[config.mk]
export PLATFORM = sky130hd
export DESIGN_NAME = sync_mode_detector
export DESIGN_NICKNAME = d
export VERILOG_FILES = /design/src/hw/sync_mode_detector_pkg.sv /design/src/hw/sync_mode_detector.sv
export VERILOG_INCLUDE_DIRS = /design/src /design/src/hw
export SDC_FILE = /design/constraint.sdc
export NUM_CORES = 1
export LEC_CHECK = 0
export BUFFER_PORTS_ARGS = -buffer_cell sky130_fd_sc_hd__buf_2
export CAP_MARGIN = 0
export CORE_AREA = 3 3 227 162
export DETAILED_ROUTE_END_ITERATION = 6
export DIE_AREA = 0 0 230 165
export GPL_TIMING_DRIVEN = 1
export PLACE_DENSITY = 0.5
export SETUP_SLACK_MARGIN = 0.4
export SLEW_MARGIN = 20
export SYNTH_ARGS = -nofsm -noshare
export SYNTH_HDL_FRONTEND = slang
export SYNTH_SLANG_ARGS = --single-unit
[constraint.sdc]
create_clock -name clk -period 3.19 [get_ports clk]
set_input_delay 0.319 -clock clk [delete_from_list [all_inputs] [get_ports clk]]
set_output_delay 0.319 -clock clk [all_outputs]
set_load 0.005 [all_outputs]
[src/hw/sync_mode_detector_params.svh]
// Purpose: Offsets, field positions, reset values and counts of the sync mode detector.
// Assumes: Included by the detector module after its timescale line.
// Notes: Register offsets are word indexes on the plain register port.
`ifndef SYNC_MODE_DETECTOR_PARAMS_SVH
`define SYNC_MODE_DETECTOR_PARAMS_SVH

`define ADDR_CTRL 4'h0
`define ADDR_FREE_RUN 4'h1
`define ADDR_LINE_STATUS 4'h2
`define ADDR_FRAME_STATUS 4'h3

`define CTRL_MODE_LSB 0
`define CTRL_WIDTH_LSB 2
`define CTRL_RESET 16'h0020
`define FREE_RUN_RESET 12'h3E8
`define STATUS_POL_BIT 12
`define STATUS_ABSENT_BIT 13

`define UPPER_THRESHOLD 12'hFF0
`define LOWER_THRESHOLD 12'hFC0
`define PERIOD_TOLERANCE 12'h002
`define SUB_MARGIN 12'h008
`define FRAME_DIVIDE 7'h4C
`define RISE_LIMIT 4'hF
`define FALL_LIMIT 2'h3
`define FRAME_PERSIST 3'h4
`define POL_NEG_TO_POS 6'h26
`define POL_POS_TO_NEG 6'h3C

`endif

[src/hw/sync_mode_detector_pkg.sv]
// Purpose: Types shared by the sync mode detector and its users.
// Assumes: Nothing beyond the parameter header.
// Notes: The output mode encoding follows the two mode select bits.
package sync_mode_detector_pkg;

	typedef logic [3:0] reg_addr_t;
	typedef logic [15:0] reg_data_t;
	typedef logic [11:0] period_t;

	typedef enum logic [1:0] {
		MODE_FREE_RUN = 2'h0,
		MODE_COPY_SUB = 2'h1,
		MODE_FIXED_SUB = 2'h2,
		MODE_COPY_ONLY = 2'h3
	} line_mode_t;

endpackage

[src/hw/sync_mode_detector.sv]
// Purpose: Line and frame sync mode detection with a line sync output generator.
// Assumes: clk is the line base clock; sync inputs are raw pins of either polarity, detected here.
// Notes: Register port answers a read in the cycle after the strobe.
// Behaviour
// Line counter clears on fourth pulse or FF0 limit
// Line period register loads only when enabled
// Compare every four lines, then restart counter
// Faster line needs fifteen confirmations
// Count of 4080 means static line input
// Slower non-static line needs three confirmations
// Entering static raises change immediately
// Absent flag sets at upper threshold
// Absent flag clears below lower threshold
// Negative to positive flips after 38 lines
// Positive to negative flips after 60 lines
// Polarity flag: positive 0, negative 1
// Stable period counts filters down, enable low
// Frame path measures one whole frame
// Frame clock is line clock over 76
// Frame polarity sampled at quarter frame
// Frame change reported after over three frames
// Output sync takes one of four forms
// Mode bits select output form
// Substitution counter reloads on every sync, except in free run
// Missing sync gives reload, and a substitute pulse in all modes but copy only
// Free run loads programmed period, ignores syncs
// All change events merge into one pulse
//
// The address map and strobed register access were decided locally.
`timescale 1ns/1ns
`include "sync_mode_detector_params.svh"

module sync_mode_detector (
	input wire logic clk,
	input wire logic rstn,
	input wire logic lineSyncIn,
	input wire logic frameSyncIn,
	input wire sync_mode_detector_pkg::reg_addr_t addr,
	input wire sync_mode_detector_pkg::reg_data_t wdata,
	input wire logic wr,
	input wire logic rd,
	output sync_mode_detector_pkg::reg_data_t rdata,
	output logic lineSyncOutput,
	output logic substituteLinePulse,
	output logic lineUpdateEnable,
	output logic frameUpdateEnable,
	output logic frameBaseClock,
	output logic modeChange
);
	import sync_mode_detector_pkg::*;

	// Returns {faster, slower} of a new period against the locked one.
	function automatic logic [1:0] periodCompare(input period_t measured, input period_t locked);
		logic faster;
		logic slower;
		faster = ({1'b0, measured} + {1'b0, `PERIOD_TOLERANCE}) < {1'b0, locked};
		slower = {1'b0, measured} > ({1'b0, locked} + {1'b0, `PERIOD_TOLERANCE});
		return {faster, slower};
	endfunction

	// Absent flag with hysteresis between the two thresholds.
	function automatic logic nextAbsent(input period_t captured, input logic current);
		logic result;
		result = current;
		if (captured >= `UPPER_THRESHOLD) begin
			result = 1'b1;
		end else if (captured < `LOWER_THRESHOLD) begin
			result = 1'b0;
		end
		return result;
	endfunction

	// Input synchronisers: three stages, a change counts once stages two and three agree.
	logic [2:0] lineShift_reg, lineShift_next;
	logic [2:0] frameShift_reg, frameShift_next;
	logic lineLevel_reg, lineLevel_next;
	logic frameLevel_reg, frameLevel_next;
	logic lineRise;
	logic frameRise;

	always_comb begin
		lineShift_next = {lineShift_reg[1:0], lineSyncIn};
		frameShift_next = {frameShift_reg[1:0], frameSyncIn};
		lineLevel_next = lineLevel_reg;
		frameLevel_next = frameLevel_reg;
		if (lineShift_reg[1] == lineShift_reg[2]) begin
			lineLevel_next = lineShift_reg[2];
		end
		if (frameShift_reg[1] == frameShift_reg[2]) begin
			frameLevel_next = frameShift_reg[2];
		end
		lineRise = lineLevel_next & ~lineLevel_reg;
		frameRise = frameLevel_next & ~frameLevel_reg;
	end

	always_ff @(posedge clk or negedge rstn) begin
		if (!rstn) begin
			lineShift_reg <= 3'h0;
			frameShift_reg <= 3'h0;
			lineLevel_reg <= 1'b0;
			frameLevel_reg <= 1'b0;
		end else begin
			lineShift_reg <= lineShift_next;
			frameShift_reg <= frameShift_next;
			lineLevel_reg <= lineLevel_next;
			frameLevel_reg <= frameLevel_next;
		end
	end

	// Register file.
	reg_data_t ctrl_reg, ctrl_next;
	period_t freeRun_reg, freeRun_next;
	reg_data_t rdata_reg, rdata_next;
	period_t linePeriod_reg, framePeriod_reg;
	logic lineAbsent_reg, linePol_reg, frameAbsent_reg, framePol_reg;
	line_mode_t lineMode;
	logic [4:0] pulseWidth;

	always_comb begin
		ctrl_next = ctrl_reg;
		freeRun_next = freeRun_reg;
		rdata_next = 16'h0000;
		if (wr && addr == `ADDR_CTRL) begin
			ctrl_next = {9'h000, wdata[6:0]};
		end
		if (wr && addr == `ADDR_FREE_RUN) begin
			freeRun_next = wdata[11:0];
		end
		if (rd) begin
			case (addr)
				`ADDR_CTRL: begin
					rdata_next = ctrl_reg;
				end
				`ADDR_FREE_RUN: begin
					rdata_next = {4'h0, freeRun_reg};
				end
				`ADDR_LINE_STATUS: begin
					rdata_next = {2'h0, lineAbsent_reg, linePol_reg, linePeriod_reg};
				end
				`ADDR_FRAME_STATUS: begin
					rdata_next = {2'h0, frameAbsent_reg, framePol_reg, framePeriod_reg};
				end
				default: begin
					rdata_next = 16'h0000;
				end
			endcase
		end
		lineMode = line_mode_t'(ctrl_reg[`CTRL_MODE_LSB +: 2]);
		pulseWidth = ctrl_reg[`CTRL_WIDTH_LSB +: 5];
	end

	always_ff @(posedge clk or negedge rstn) begin
		if (!rstn) begin
			ctrl_reg <= `CTRL_RESET;
			freeRun_reg <= `FREE_RUN_RESET;
			rdata_reg <= 16'h0000;
		end else begin
			ctrl_reg <= ctrl_next;
			freeRun_reg <= freeRun_next;
			rdata_reg <= rdata_next;
		end
	end

	assign rdata = rdata_reg;

	// Line period, presence and polarity detection.
	period_t lineCount_reg, lineCount_next;
	logic [1:0] lineEdges_reg, lineEdges_next;
	period_t lineCapture_reg, lineCapture_next;
	logic lineUpdate_reg, lineUpdate_next;
	logic lineStatic_reg, lineStatic_next;
	logic [3:0] riseFilt_reg, riseFilt_next;
	logic [1:0] fallFilt_reg, fallFilt_next;
	period_t linePhase_reg, linePhase_next;
	logic [5:0] polFilt_reg, polFilt_next;
	period_t linePeriod_next;
	logic lineAbsent_next, linePol_next;
	logic lineEvent, linePolEvent;
	logic lineAtTop, fourthEdge;
	logic [1:0] lineCmp;
	logic [5:0] polLimit;

	always_comb begin
		lineAtTop = lineCount_reg == `UPPER_THRESHOLD;
		fourthEdge = lineRise && lineEdges_reg == 2'h3;
		lineCmp = periodCompare(lineCount_reg, linePeriod_reg);
		lineCount_next = lineCount_reg + 12'h001;
		lineEdges_next = lineEdges_reg;
		lineCapture_next = lineCapture_reg;
		lineUpdate_next = 1'b0;
		lineStatic_next = lineStatic_reg;
		riseFilt_next = riseFilt_reg;
		fallFilt_next = fallFilt_reg;
		lineEvent = 1'b0;
		if (lineRise) begin
			lineEdges_next = lineEdges_reg + 2'h1;
		end
		if (fourthEdge || lineAtTop) begin
			lineCount_next = 12'h000;
		end
		if (lineAtTop) begin
			lineEdges_next = 2'h0;
			if (!lineStatic_reg) begin
				lineStatic_next = 1'b1;
				lineCapture_next = `UPPER_THRESHOLD;
				lineUpdate_next = 1'b1;
				lineEvent = 1'b1;
				riseFilt_next = 4'h0;
				fallFilt_next = 2'h0;
			end
		end else if (fourthEdge) begin
			lineStatic_next = 1'b0;
			if (lineCmp[1]) begin
				fallFilt_next = 2'h0;
				if ((riseFilt_reg + 4'h1) == `RISE_LIMIT) begin
					riseFilt_next = 4'h0;
					lineCapture_next = lineCount_reg;
					lineUpdate_next = 1'b1;
					lineEvent = 1'b1;
				end else begin
					riseFilt_next = riseFilt_reg + 4'h1;
				end
			end else if (lineCmp[0]) begin
				riseFilt_next = 4'h0;
				if ((fallFilt_reg + 2'h1) == `FALL_LIMIT) begin
					fallFilt_next = 2'h0;
					lineCapture_next = lineCount_reg;
					lineUpdate_next = 1'b1;
					lineEvent = 1'b1;
				end else begin
					fallFilt_next = fallFilt_reg + 2'h1;
				end
			end else begin
				// A stable period drains both filters.
				if (riseFilt_reg != 4'h0) begin
					riseFilt_next = riseFilt_reg - 4'h1;
				end
				if (fallFilt_reg != 2'h0) begin
					fallFilt_next = fallFilt_reg - 2'h1;
				end
			end
		end
		linePeriod_next = linePeriod_reg;
		lineAbsent_next = lineAbsent_reg;
		if (lineUpdate_reg) begin
			linePeriod_next = lineCapture_reg;
			lineAbsent_next = nextAbsent(lineCapture_reg, lineAbsent_reg);
		end
		// Polarity: level a quarter line after the rising edge, high means negative.
		linePhase_next = linePhase_reg;
		if (lineRise) begin
			linePhase_next = 12'h000;
		end else if (linePhase_reg != 12'hFFF) begin
			linePhase_next = linePhase_reg + 12'h001;
		end
		polLimit = linePol_reg ? `POL_NEG_TO_POS : `POL_POS_TO_NEG;
		polFilt_next = polFilt_reg;
		linePol_next = linePol_reg;
		linePolEvent = 1'b0;
		if (!lineRise && linePhase_reg == {4'h0, linePeriod_reg[11:4]}) begin
			if (lineLevel_reg != linePol_reg) begin
				if ((polFilt_reg + 6'h01) == polLimit) begin
					polFilt_next = 6'h00;
					linePol_next = lineLevel_reg;
					linePolEvent = 1'b1;
				end else begin
					polFilt_next = polFilt_reg + 6'h01;
				end
			end else begin
				polFilt_next = 6'h00;
			end
		end
	end

	always_ff @(posedge clk or negedge rstn) begin
		if (!rstn) begin
			lineCount_reg <= 12'h000;
			lineEdges_reg <= 2'h0;
			lineCapture_reg <= 12'h000;
			lineUpdate_reg <= 1'b0;
			lineStatic_reg <= 1'b0;
			riseFilt_reg <= 4'h0;
			fallFilt_reg <= 2'h0;
			linePhase_reg <= 12'h000;
			polFilt_reg <= 6'h00;
			linePeriod_reg <= 12'h000;
			lineAbsent_reg <= 1'b0;
			linePol_reg <= 1'b0;
		end else begin
			lineCount_reg <= lineCount_next;
			lineEdges_reg <= lineEdges_next;
			lineCapture_reg <= lineCapture_next;
			lineUpdate_reg <= lineUpdate_next;
			lineStatic_reg <= lineStatic_next;
			riseFilt_reg <= riseFilt_next;
			fallFilt_reg <= fallFilt_next;
			linePhase_reg <= linePhase_next;
			polFilt_reg <= polFilt_next;
			linePeriod_reg <= linePeriod_next;
			lineAbsent_reg <= lineAbsent_next;
			linePol_reg <= linePol_next;
		end
	end

	// Frame detection on the divided clock tick.
	logic [6:0] divide_reg, divide_next;
	logic frameTick_reg, frameTick_next;
	period_t frameCount_reg, frameCount_next;
	period_t frameCapture_reg, frameCapture_next;
	logic frameUpdate_reg, frameUpdate_next;
	logic frameStatic_reg, frameStatic_next;
	logic [2:0] persist_reg, persist_next;
	logic [2:0] framePolFilt_reg, framePolFilt_next;
	period_t framePeriod_next;
	logic frameAbsent_next, framePol_next;
	logic frameEvent, framePolEvent;
	logic frameAtTop;
	logic [1:0] frameCmp;

	always_comb begin
		divide_next = divide_reg + 7'h01;
		frameTick_next = 1'b0;
		if ((divide_reg + 7'h01) == `FRAME_DIVIDE) begin
			divide_next = 7'h00;
			frameTick_next = 1'b1;
		end
		frameAtTop = frameTick_reg && frameCount_reg == `UPPER_THRESHOLD;
		frameCmp = periodCompare(frameCount_reg, framePeriod_reg);
		frameCount_next = frameCount_reg;
		if (frameTick_reg) begin
			frameCount_next = frameCount_reg + 12'h001;
		end
		frameCapture_next = frameCapture_reg;
		frameUpdate_next = 1'b0;
		frameStatic_next = frameStatic_reg;
		persist_next = persist_reg;
		frameEvent = 1'b0;
		if (frameRise || frameAtTop) begin
			frameCount_next = 12'h000;
		end
		if (frameAtTop) begin
			if (!frameStatic_reg) begin
				frameStatic_next = 1'b1;
				frameCapture_next = `UPPER_THRESHOLD;
				frameUpdate_next = 1'b1;
				frameEvent = 1'b1;
				persist_next = 3'h0;
			end
		end else if (frameRise) begin
			frameStatic_next = 1'b0;
			if (frameCmp != 2'h0) begin
				if ((persist_reg + 3'h1) == `FRAME_PERSIST) begin
					persist_next = 3'h0;
					frameCapture_next = frameCount_reg;
					frameUpdate_next = 1'b1;
					frameEvent = 1'b1;
				end else begin
					persist_next = persist_reg + 3'h1;
				end
			end else begin
				persist_next = 3'h0;
			end
		end
		framePeriod_next = framePeriod_reg;
		frameAbsent_next = frameAbsent_reg;
		if (frameUpdate_reg) begin
			framePeriod_next = frameCapture_reg;
			frameAbsent_next = nextAbsent(frameCapture_reg, frameAbsent_reg);
		end
		framePolFilt_next = framePolFilt_reg;
		framePol_next = framePol_reg;
		framePolEvent = 1'b0;
		// No sample before a period is locked, as a zero quarter would land on the pulse itself.
		if (frameTick_reg && !frameRise && framePeriod_reg != 12'h000
			&& frameCount_reg == {2'h0, framePeriod_reg[11:2]}) begin
			if (frameLevel_reg != framePol_reg) begin
				if ((framePolFilt_reg + 3'h1) == `FRAME_PERSIST) begin
					framePolFilt_next = 3'h0;
					framePol_next = frameLevel_reg;
					framePolEvent = 1'b1;
				end else begin
					framePolFilt_next = framePolFilt_reg + 3'h1;
				end
			end else begin
				framePolFilt_next = 3'h0;
			end
		end
	end

	always_ff @(posedge clk or negedge rstn) begin
		if (!rstn) begin
			divide_reg <= 7'h00;
			frameTick_reg <= 1'b0;
			frameCount_reg <= 12'h000;
			frameCapture_reg <= 12'h000;
			frameUpdate_reg <= 1'b0;
			frameStatic_reg <= 1'b0;
			persist_reg <= 3'h0;
			framePolFilt_reg <= 3'h0;
			framePeriod_reg <= 12'h000;
			frameAbsent_reg <= 1'b0;
			framePol_reg <= 1'b0;
		end else begin
			divide_reg <= divide_next;
			frameTick_reg <= frameTick_next;
			frameCount_reg <= frameCount_next;
			frameCapture_reg <= frameCapture_next;
			frameUpdate_reg <= frameUpdate_next;
			frameStatic_reg <= frameStatic_next;
			persist_reg <= persist_next;
			framePolFilt_reg <= framePolFilt_next;
			framePeriod_reg <= framePeriod_next;
			frameAbsent_reg <= frameAbsent_next;
			framePol_reg <= framePol_next;
		end
	end

	// Line sync output generator.
	period_t subCount_reg, subCount_next;
	logic [4:0] width_reg, width_next;
	logic subPulse_reg, subPulse_next;
	logic outSync_reg, outSync_next;
	logic modeChange_reg, modeChange_next;
	period_t perLine;
	logic subZero, widthActive;

	always_comb begin
		perLine = {2'h0, linePeriod_reg[11:2]} + `SUB_MARGIN;
		subZero = subCount_reg == 12'h000;
		subCount_next = subCount_reg - 12'h001;
		subPulse_next = 1'b0;
		if (lineMode == MODE_FREE_RUN) begin
			if (subZero) begin
				subCount_next = freeRun_reg;
				subPulse_next = 1'b1;
			end
		end else if (lineRise) begin
			subCount_next = perLine;
		end else if (subZero) begin
			subCount_next = perLine;
			subPulse_next = lineMode != MODE_COPY_ONLY;
		end
		width_next = width_reg;
		if (subPulse_next || (lineMode == MODE_FIXED_SUB && lineRise)) begin
			width_next = pulseWidth;
		end else if (width_reg != 5'h00) begin
			width_next = width_reg - 5'h01;
		end
		widthActive = width_next != 5'h00;
		case (lineMode)
			MODE_FREE_RUN: begin
				outSync_next = widthActive;
			end
			MODE_COPY_SUB: begin
				outSync_next = lineLevel_next | widthActive;
			end
			MODE_FIXED_SUB: begin
				outSync_next = widthActive;
			end
			MODE_COPY_ONLY: begin
				outSync_next = lineLevel_next;
			end
			default: begin
				outSync_next = 1'b0;
			end
		endcase
		modeChange_next = lineEvent | linePolEvent | frameEvent | framePolEvent;
	end

	always_ff @(posedge clk or negedge rstn) begin
		if (!rstn) begin
			subCount_reg <= `FREE_RUN_RESET;
			width_reg <= 5'h00;
			subPulse_reg <= 1'b0;
			outSync_reg <= 1'b0;
			modeChange_reg <= 1'b0;
		end else begin
			subCount_reg <= subCount_next;
			width_reg <= width_next;
			subPulse_reg <= subPulse_next;
			outSync_reg <= outSync_next;
			modeChange_reg <= modeChange_next;
		end
	end

	assign lineSyncOutput = outSync_reg;
	assign substituteLinePulse = subPulse_reg;
	assign lineUpdateEnable = lineUpdate_reg;
	assign frameUpdateEnable = frameUpdate_reg;
	assign frameBaseClock = frameTick_reg;
	assign modeChange = modeChange_reg;

endmodule

## After elaboration in Yosys (flattened, before gate mapping)

Cells that the tools add are included.
Widths: inputs -> output; s select.

- Magnitude comparators: 8
- Reductions and logical operators: 46
- Equality and inequality tests: 26
- Add/sub/neg operators: 19
- Bitwise logic cells: 8
- Mux-type cells: 86

Operators with widths:

| cell | number |
|---|---|
| $mux 12 | 21 |
| $pmux 14 s4 | 1 |
| $add 12x2->13 const B | 4 |
| $add 12x1->12 const B | 3 |
| $mux 1 | 33 |
| $mux 4 | 7 |
| $gt 12x13->1 | 2 |
| $lt 13x12->1 | 2 |
| $eq 12x12->1 const B | 2 |
| $ge 12x12->1 const B | 2 |
| $lt 12x12->1 const B | 2 |
| $reduce_bool 2->1 | 11 |
| $mux 3 | 7 |
| $mux 2 | 9 |
| $mux 5 | 3 |
| $mux 14 | 1 |
| $eq 12x10->1 | 1 |
| $eq 12x8->1 | 1 |
| $logic_not 12->1 | 1 |
| $mux 6 | 2 |
| $ne 12x12->1 const B | 1 |
| $reduce_and 3->1 | 4 |
| $reduce_bool 12->1 | 1 |
| $reduce_bool 4->1 | 3 |
| other kinds (38) | 69 |

- Output and inout port bits: 22
- Bits of input ports: 26
- Logic and storage cells: 228
- Bits in registers: 183

## Depth between registers and ports, before layout

- Word-level depth: 10
- Gate-level depth with buffers: 17
- Mapped depth without buffers: 15

## Worst setup path before layout

OpenSTA, ideal clock, no wires.

- Path type: reg-to-reg
- Start: register lineCount_reg[2]
- End: register lineCapture_reg[5]
- Path slack: -0.255 ns
- Stages on the path, launching flop included: 18
- Clock period less this slack: 3.445 ns
- Arrival time: 3.318 ns
- Required time: 3.062 ns
- Library setup time: 0.128 ns
- Buffers on the path: 2
- Cell sequence: dfrtp_1 > ha_1 > nand3_1 > nor2_1 > nand2_1 > nor2_1 > xor2_1 > ha_1 > nand3_1 > o221ai_1 > nor3_1 > and2_1 > buf_2 > a31o_1 > nand2_1 > nand2_2 > buf_2 > mux2_1

- Longest elaborated chain between the ends: 5
- Elaborated cells between the ends (all ways): 13
- Classes of those cells: 1 x add/sub; 2 x order compare; 3 x eq/ne; 3 x mux; 4 x reduce/logical

RTL lines:

| what | RTL line | text |
|---|---|---|
| from (decl) | sync_mode_detector.sv:167 | `period_t lineCount_reg, lineCount_next;` |
| from (signal assigned) | sync_mode_detector.sv:290 | `lineCount_reg <= lineCount_next;` |
| $add 12x2->13 | sync_mode_detector.sv:56 | `` faster = ({1'b0, measured} + {1'b0, `PERIOD_TOLERANCE}) < {1'b0, locked}; `` |
| $lt 13x12->1 | sync_mode_detector.sv:56 |  |
| $mux 12 | sync_mode_detector.sv:213 | `if (lineCmp[1]) begin` |
| $mux 12 | sync_mode_detector.sv:211 | `end else if (fourthEdge) begin` |
| $mux 12 | sync_mode_detector.sv:201 | `if (lineAtTop) begin` |
| to (signal assigned) | sync_mode_detector.sv:292 | `lineCapture_reg <= lineCapture_next;` |
| to (decl) | sync_mode_detector.sv:169 | `period_t lineCapture_reg, lineCapture_next;` |

Several ways; a longest one is shown, not always the timed one. The select of a mux whose other input is x is not followed.
A chain may end at the register's enable or synchronous reset.

## Worst setup path in the final report

- Start: register lineCount_reg[2]
- End: register lineCapture_reg[11]

Same word-level chain as after synthesis.

==> flow_metrics.py <==
metrics = {
    "synthesis": {
        "synth_common_cells": "168 x dfrtp_1, 119 x nand2_1, 99 x nor2_1",
        "synth_top_area_cell": "dfrtp_1",
        "avgSynthCellArea_um2": 9.67,
        "async_flop_share_pct": 100,
        "syn_area_mm2": 0.0104,
        "synth-seq-cells": 181,
        "yosysUniqueCellTypes": 70,
        "synth_most_common_cell": "dfrtp_1",
        "yosysWarnings": 0,
        "ys.flop_type": "dfrtp_1",
        "yosys-top-cells-area": "dfrtp_1 40%, ha_1 8.7%, xnor2_1 5.9%",
        "synth_seq_area_share_pct": 43.8,
        "synth.top_cell.area_share_pct": 40.5,
        "synth_edf_count": 0,
        "syn_inst": 1075,
    },
    "clocking": {
        "path_clk_slew_ps": 70,
        "cts_buffer_depth": 2,
        "htreeDepth": 4,
        "cts-root-buf": "clkbuf_16",
        "clk_latency_ps": 450,
        "numClockSinks": 181,
        "cts_buffers": 17,
        "cts_tree": "yes",
    },
    "timing": {
        "relSlewSlack_pct": 44.1,
        "setup-tns-final_ps": 0,
        "fin_skew_ps": 13.6,
        "whs_ps": -14.8,
        "post-route-period-util_pct": 98.0,
        "hold_viol_final": 31,
        "min_period_ps": 3130,
        "rsz0062_at_grt": "true",
        "setup_viol": 0,
        "timing.fmax_ghz": 0.320,
        "slew_viol_final": 0,
        "tightestPinTransition_ps": 838,
    },
    "die": {
        "die_w_um": 230,
        "ios": 48,
        "rows": 57,
        "die_height_um": 165,
        "dieArea_mm2": 0.0380,
        "initial_core_util_pct": 30.0,
        "core_mm2": 0.0347,
    },
    "global_route": {
        "grt_pass1_wl_um": 45200,
        "use_met3_pct": 2.88,
        "busiest_layer": "met1",
        "antenna_found_initial": 0,
        "grt_use_met1_pct": 24.2,
        "grt_max_degree": 96,
        "gr-total-overflow": 0,
        "grt_pass1_vias": 8013,
        "met2_usage_pct": 20.8,
        "grt_usage_pct": 15.3,
    },
    "worst_setup_path": {
        "arrival_ps": 3450,
        "cpPeakStageDelay_ps": 410,
        "setup.worst_path.start_class": "flip-flop",
        "slowest_stage": "dfrtp_1",
        "criticalPathCategory": "flip-flop to flip-flop",
        "crit_chain": "buf_4 -> nand3_4 -> nor2_4 -> nand3_1 -> xnor2_1 -> ha_1 -> a21oi_2 -> o221ai_4 -> nor3_2 -> buf_4 -> and2_4 -> a31o_1 -> nand2_2 -> nand2_4 -> buf_12 -> buf_12 -> mux2_4",
        "cp-end-kind": "flip-flop",
        "critical_path_required_ps": 3510,
        "cp_max_fo": 5,
    },
    "pwr": {
        "p_per_area_mw_per_mm2": 583,
        "ir_worst_vdd_mv": 0.367,
        "power.leakage_nw": 6.06,
        "power.switching_mw": 2.63,
        "swShare_pct": 33.8,
        "power_frac_seq_pct": 38.8,
        "combinationalPowerShare_pct": 33.2,
        "power_frac_clock_pct": 28.0,
        "internal_power_mw": 5.14,
    },
    "route": {
        "wl_per_cell_um": 16.6,
        "drt-total-wl_um": 28300,
        "drc_errors": 0,
        "detail-route-antenna-nets": 0,
        "drtPass1Iterations": 5,
        "dr.first_iter.drc_count": 571,
        "vias": 8181,
        "viasPerCell": 4.78,
    },
    "place": {
        "gp_congestion": 0.838,
        "place_area_mm2": 0.0119,
        "dp_hpwl_um": 21000,
        "port_buffers": 41,
    },
    "run_status": {
        "status": "finished with violations",
        "violations": "negative hold slack",
    },
    "job": {
        "cap_violations": 0,
    },
    "finish": {
        "drive_gt1_share_pct": 29.3,
        "n_fill_cell": 3538,
        "final_net_count": 1324,
        "area_growth_pct": 28.2,
        "n_antenna_cell": 0,
        "fin_area_mm2": 0.0133,
        "largest_reg_flops": 14,
    },
    "min_path": {
        "min_path_type": "input pin to asynchronous set/reset pin",
    },
}
[critical path: cells and delay by family (launching register included)]
family                   cells  cell delay (ps)
AO/OA/AOI/OAI                3              500
XOR/XNOR                     1              140
adder cells (fa/ha/maj)      1              330
buffers and inverters        4              520
flip-flops                   1              410
multiplexers                 1              300
AND/OR/NAND/NOR              7              800
[placed cells by master (no fill, tap or decap), types with 12 or more instances in the layout]
cell type    n
nand3_1     43
a22oi_1     22
nor3_1      13
o21ai_0     40
o21ai_1     16
a21oi_1     42
nor2_1      87
inv_1       46
buf_2       40
nand2_1    111
dfrtp_1    160
xnor2_1     70
buf_4      112
mux2_2      22
mux2_4      20
nand4_1     17
buf_6       12
xor2_1      41
dfstp_2     13
clkbuf_16   17
ha_1        67
[cell families (layout without fill, tap and decap cells)]
group           Yosys count  count (layout)  share of synthesized area (%)
simple gates            370             370                           16.8
compound gates          191             191                           11.6
flops                   181             181                           43.8
xor+xnor                111             111                           9.36
buf+inv                  97             260                           4.01
fa+ha+maj                75              75                           8.96
mux                      49              49                           5.49
other cells               1               2                         0.0361
[final timing paths]
kind                                   from                   to  slack (ps)  cells past startpoint
max                        lineCount_reg[2]  lineCapture_reg[11]          60                     17
min                                    rstn             rdata[9]         -10                      1
max reg2reg                lineCount_reg[2]  lineCapture_reg[11]          60                     17
min reg2reg                lineShift_reg[0]     lineShift_reg[1]         350                      0
max in group asynchronous              rstn       freeRun_reg[6]        2360                      2
min in group clk                  wdata[11]      freeRun_reg[11]         110                      2
[stage by stage]
stage	power (mW)	setup WS [ps]	cells	util, %	hold WS [ps]
floorplan	4.41	75.5	1076	-	23.4
global placement	5.14	-1.62	1643	34.3	334
detailed placement	5.17	-48.8	1643	34.3	342
CTS	7.56	87.4	1704	37.6	5.93
global route	8.26	-113	1711	38.4	22.2
finish	7.77	63.8	1711	38.4	-14.8
[per-layer routing]
metal / vias to the layer above / routed length (µm)
li1: 4040 / -
met1: 3994 / 15600
met2: 126 / 11200
met3: 21 / 1090
met4: 0 / 479
met5: - / 0
[area by class of cell]
class	count	area [µm²]	share of cell area [%]
Sequential cell	181	4560	34.2
Clock inverter	12	140	1.05
Timing Repair Buffer	179	1460	11.0
Tap cell	472	591	4.43
Inverter	49	184	1.38
Clock buffer	20	457	3.43
Multi-Input combinational cell	798	5930	44.5
[repair_timing]
item	in CTS	in global routing
gates cloned	2	0
pin swaps	34	27
buffers inserted	25	7
gates resized for setup	60	61
hold buffers	2	0
endpoints found under the setup margin	36	37
endpoints found under the hold margin	2	0
[power by group through the flow]
stage / sequential, mW / combinational, mW / clock (mW)
2_1_floorplan: 2.91 / 1.50 / 0
3_3_place_gp: 3.01 / 2.13 / 0
3_5_place_dp: 3.02 / 2.15 / 0
4_1_cts: 3.00 / 2.33 / 2.24
5_1_grt: 3.05 / 2.89 / 2.32
6_report: 3.01 / 2.58 / 2.18
(Power assumes the default switching activity.)
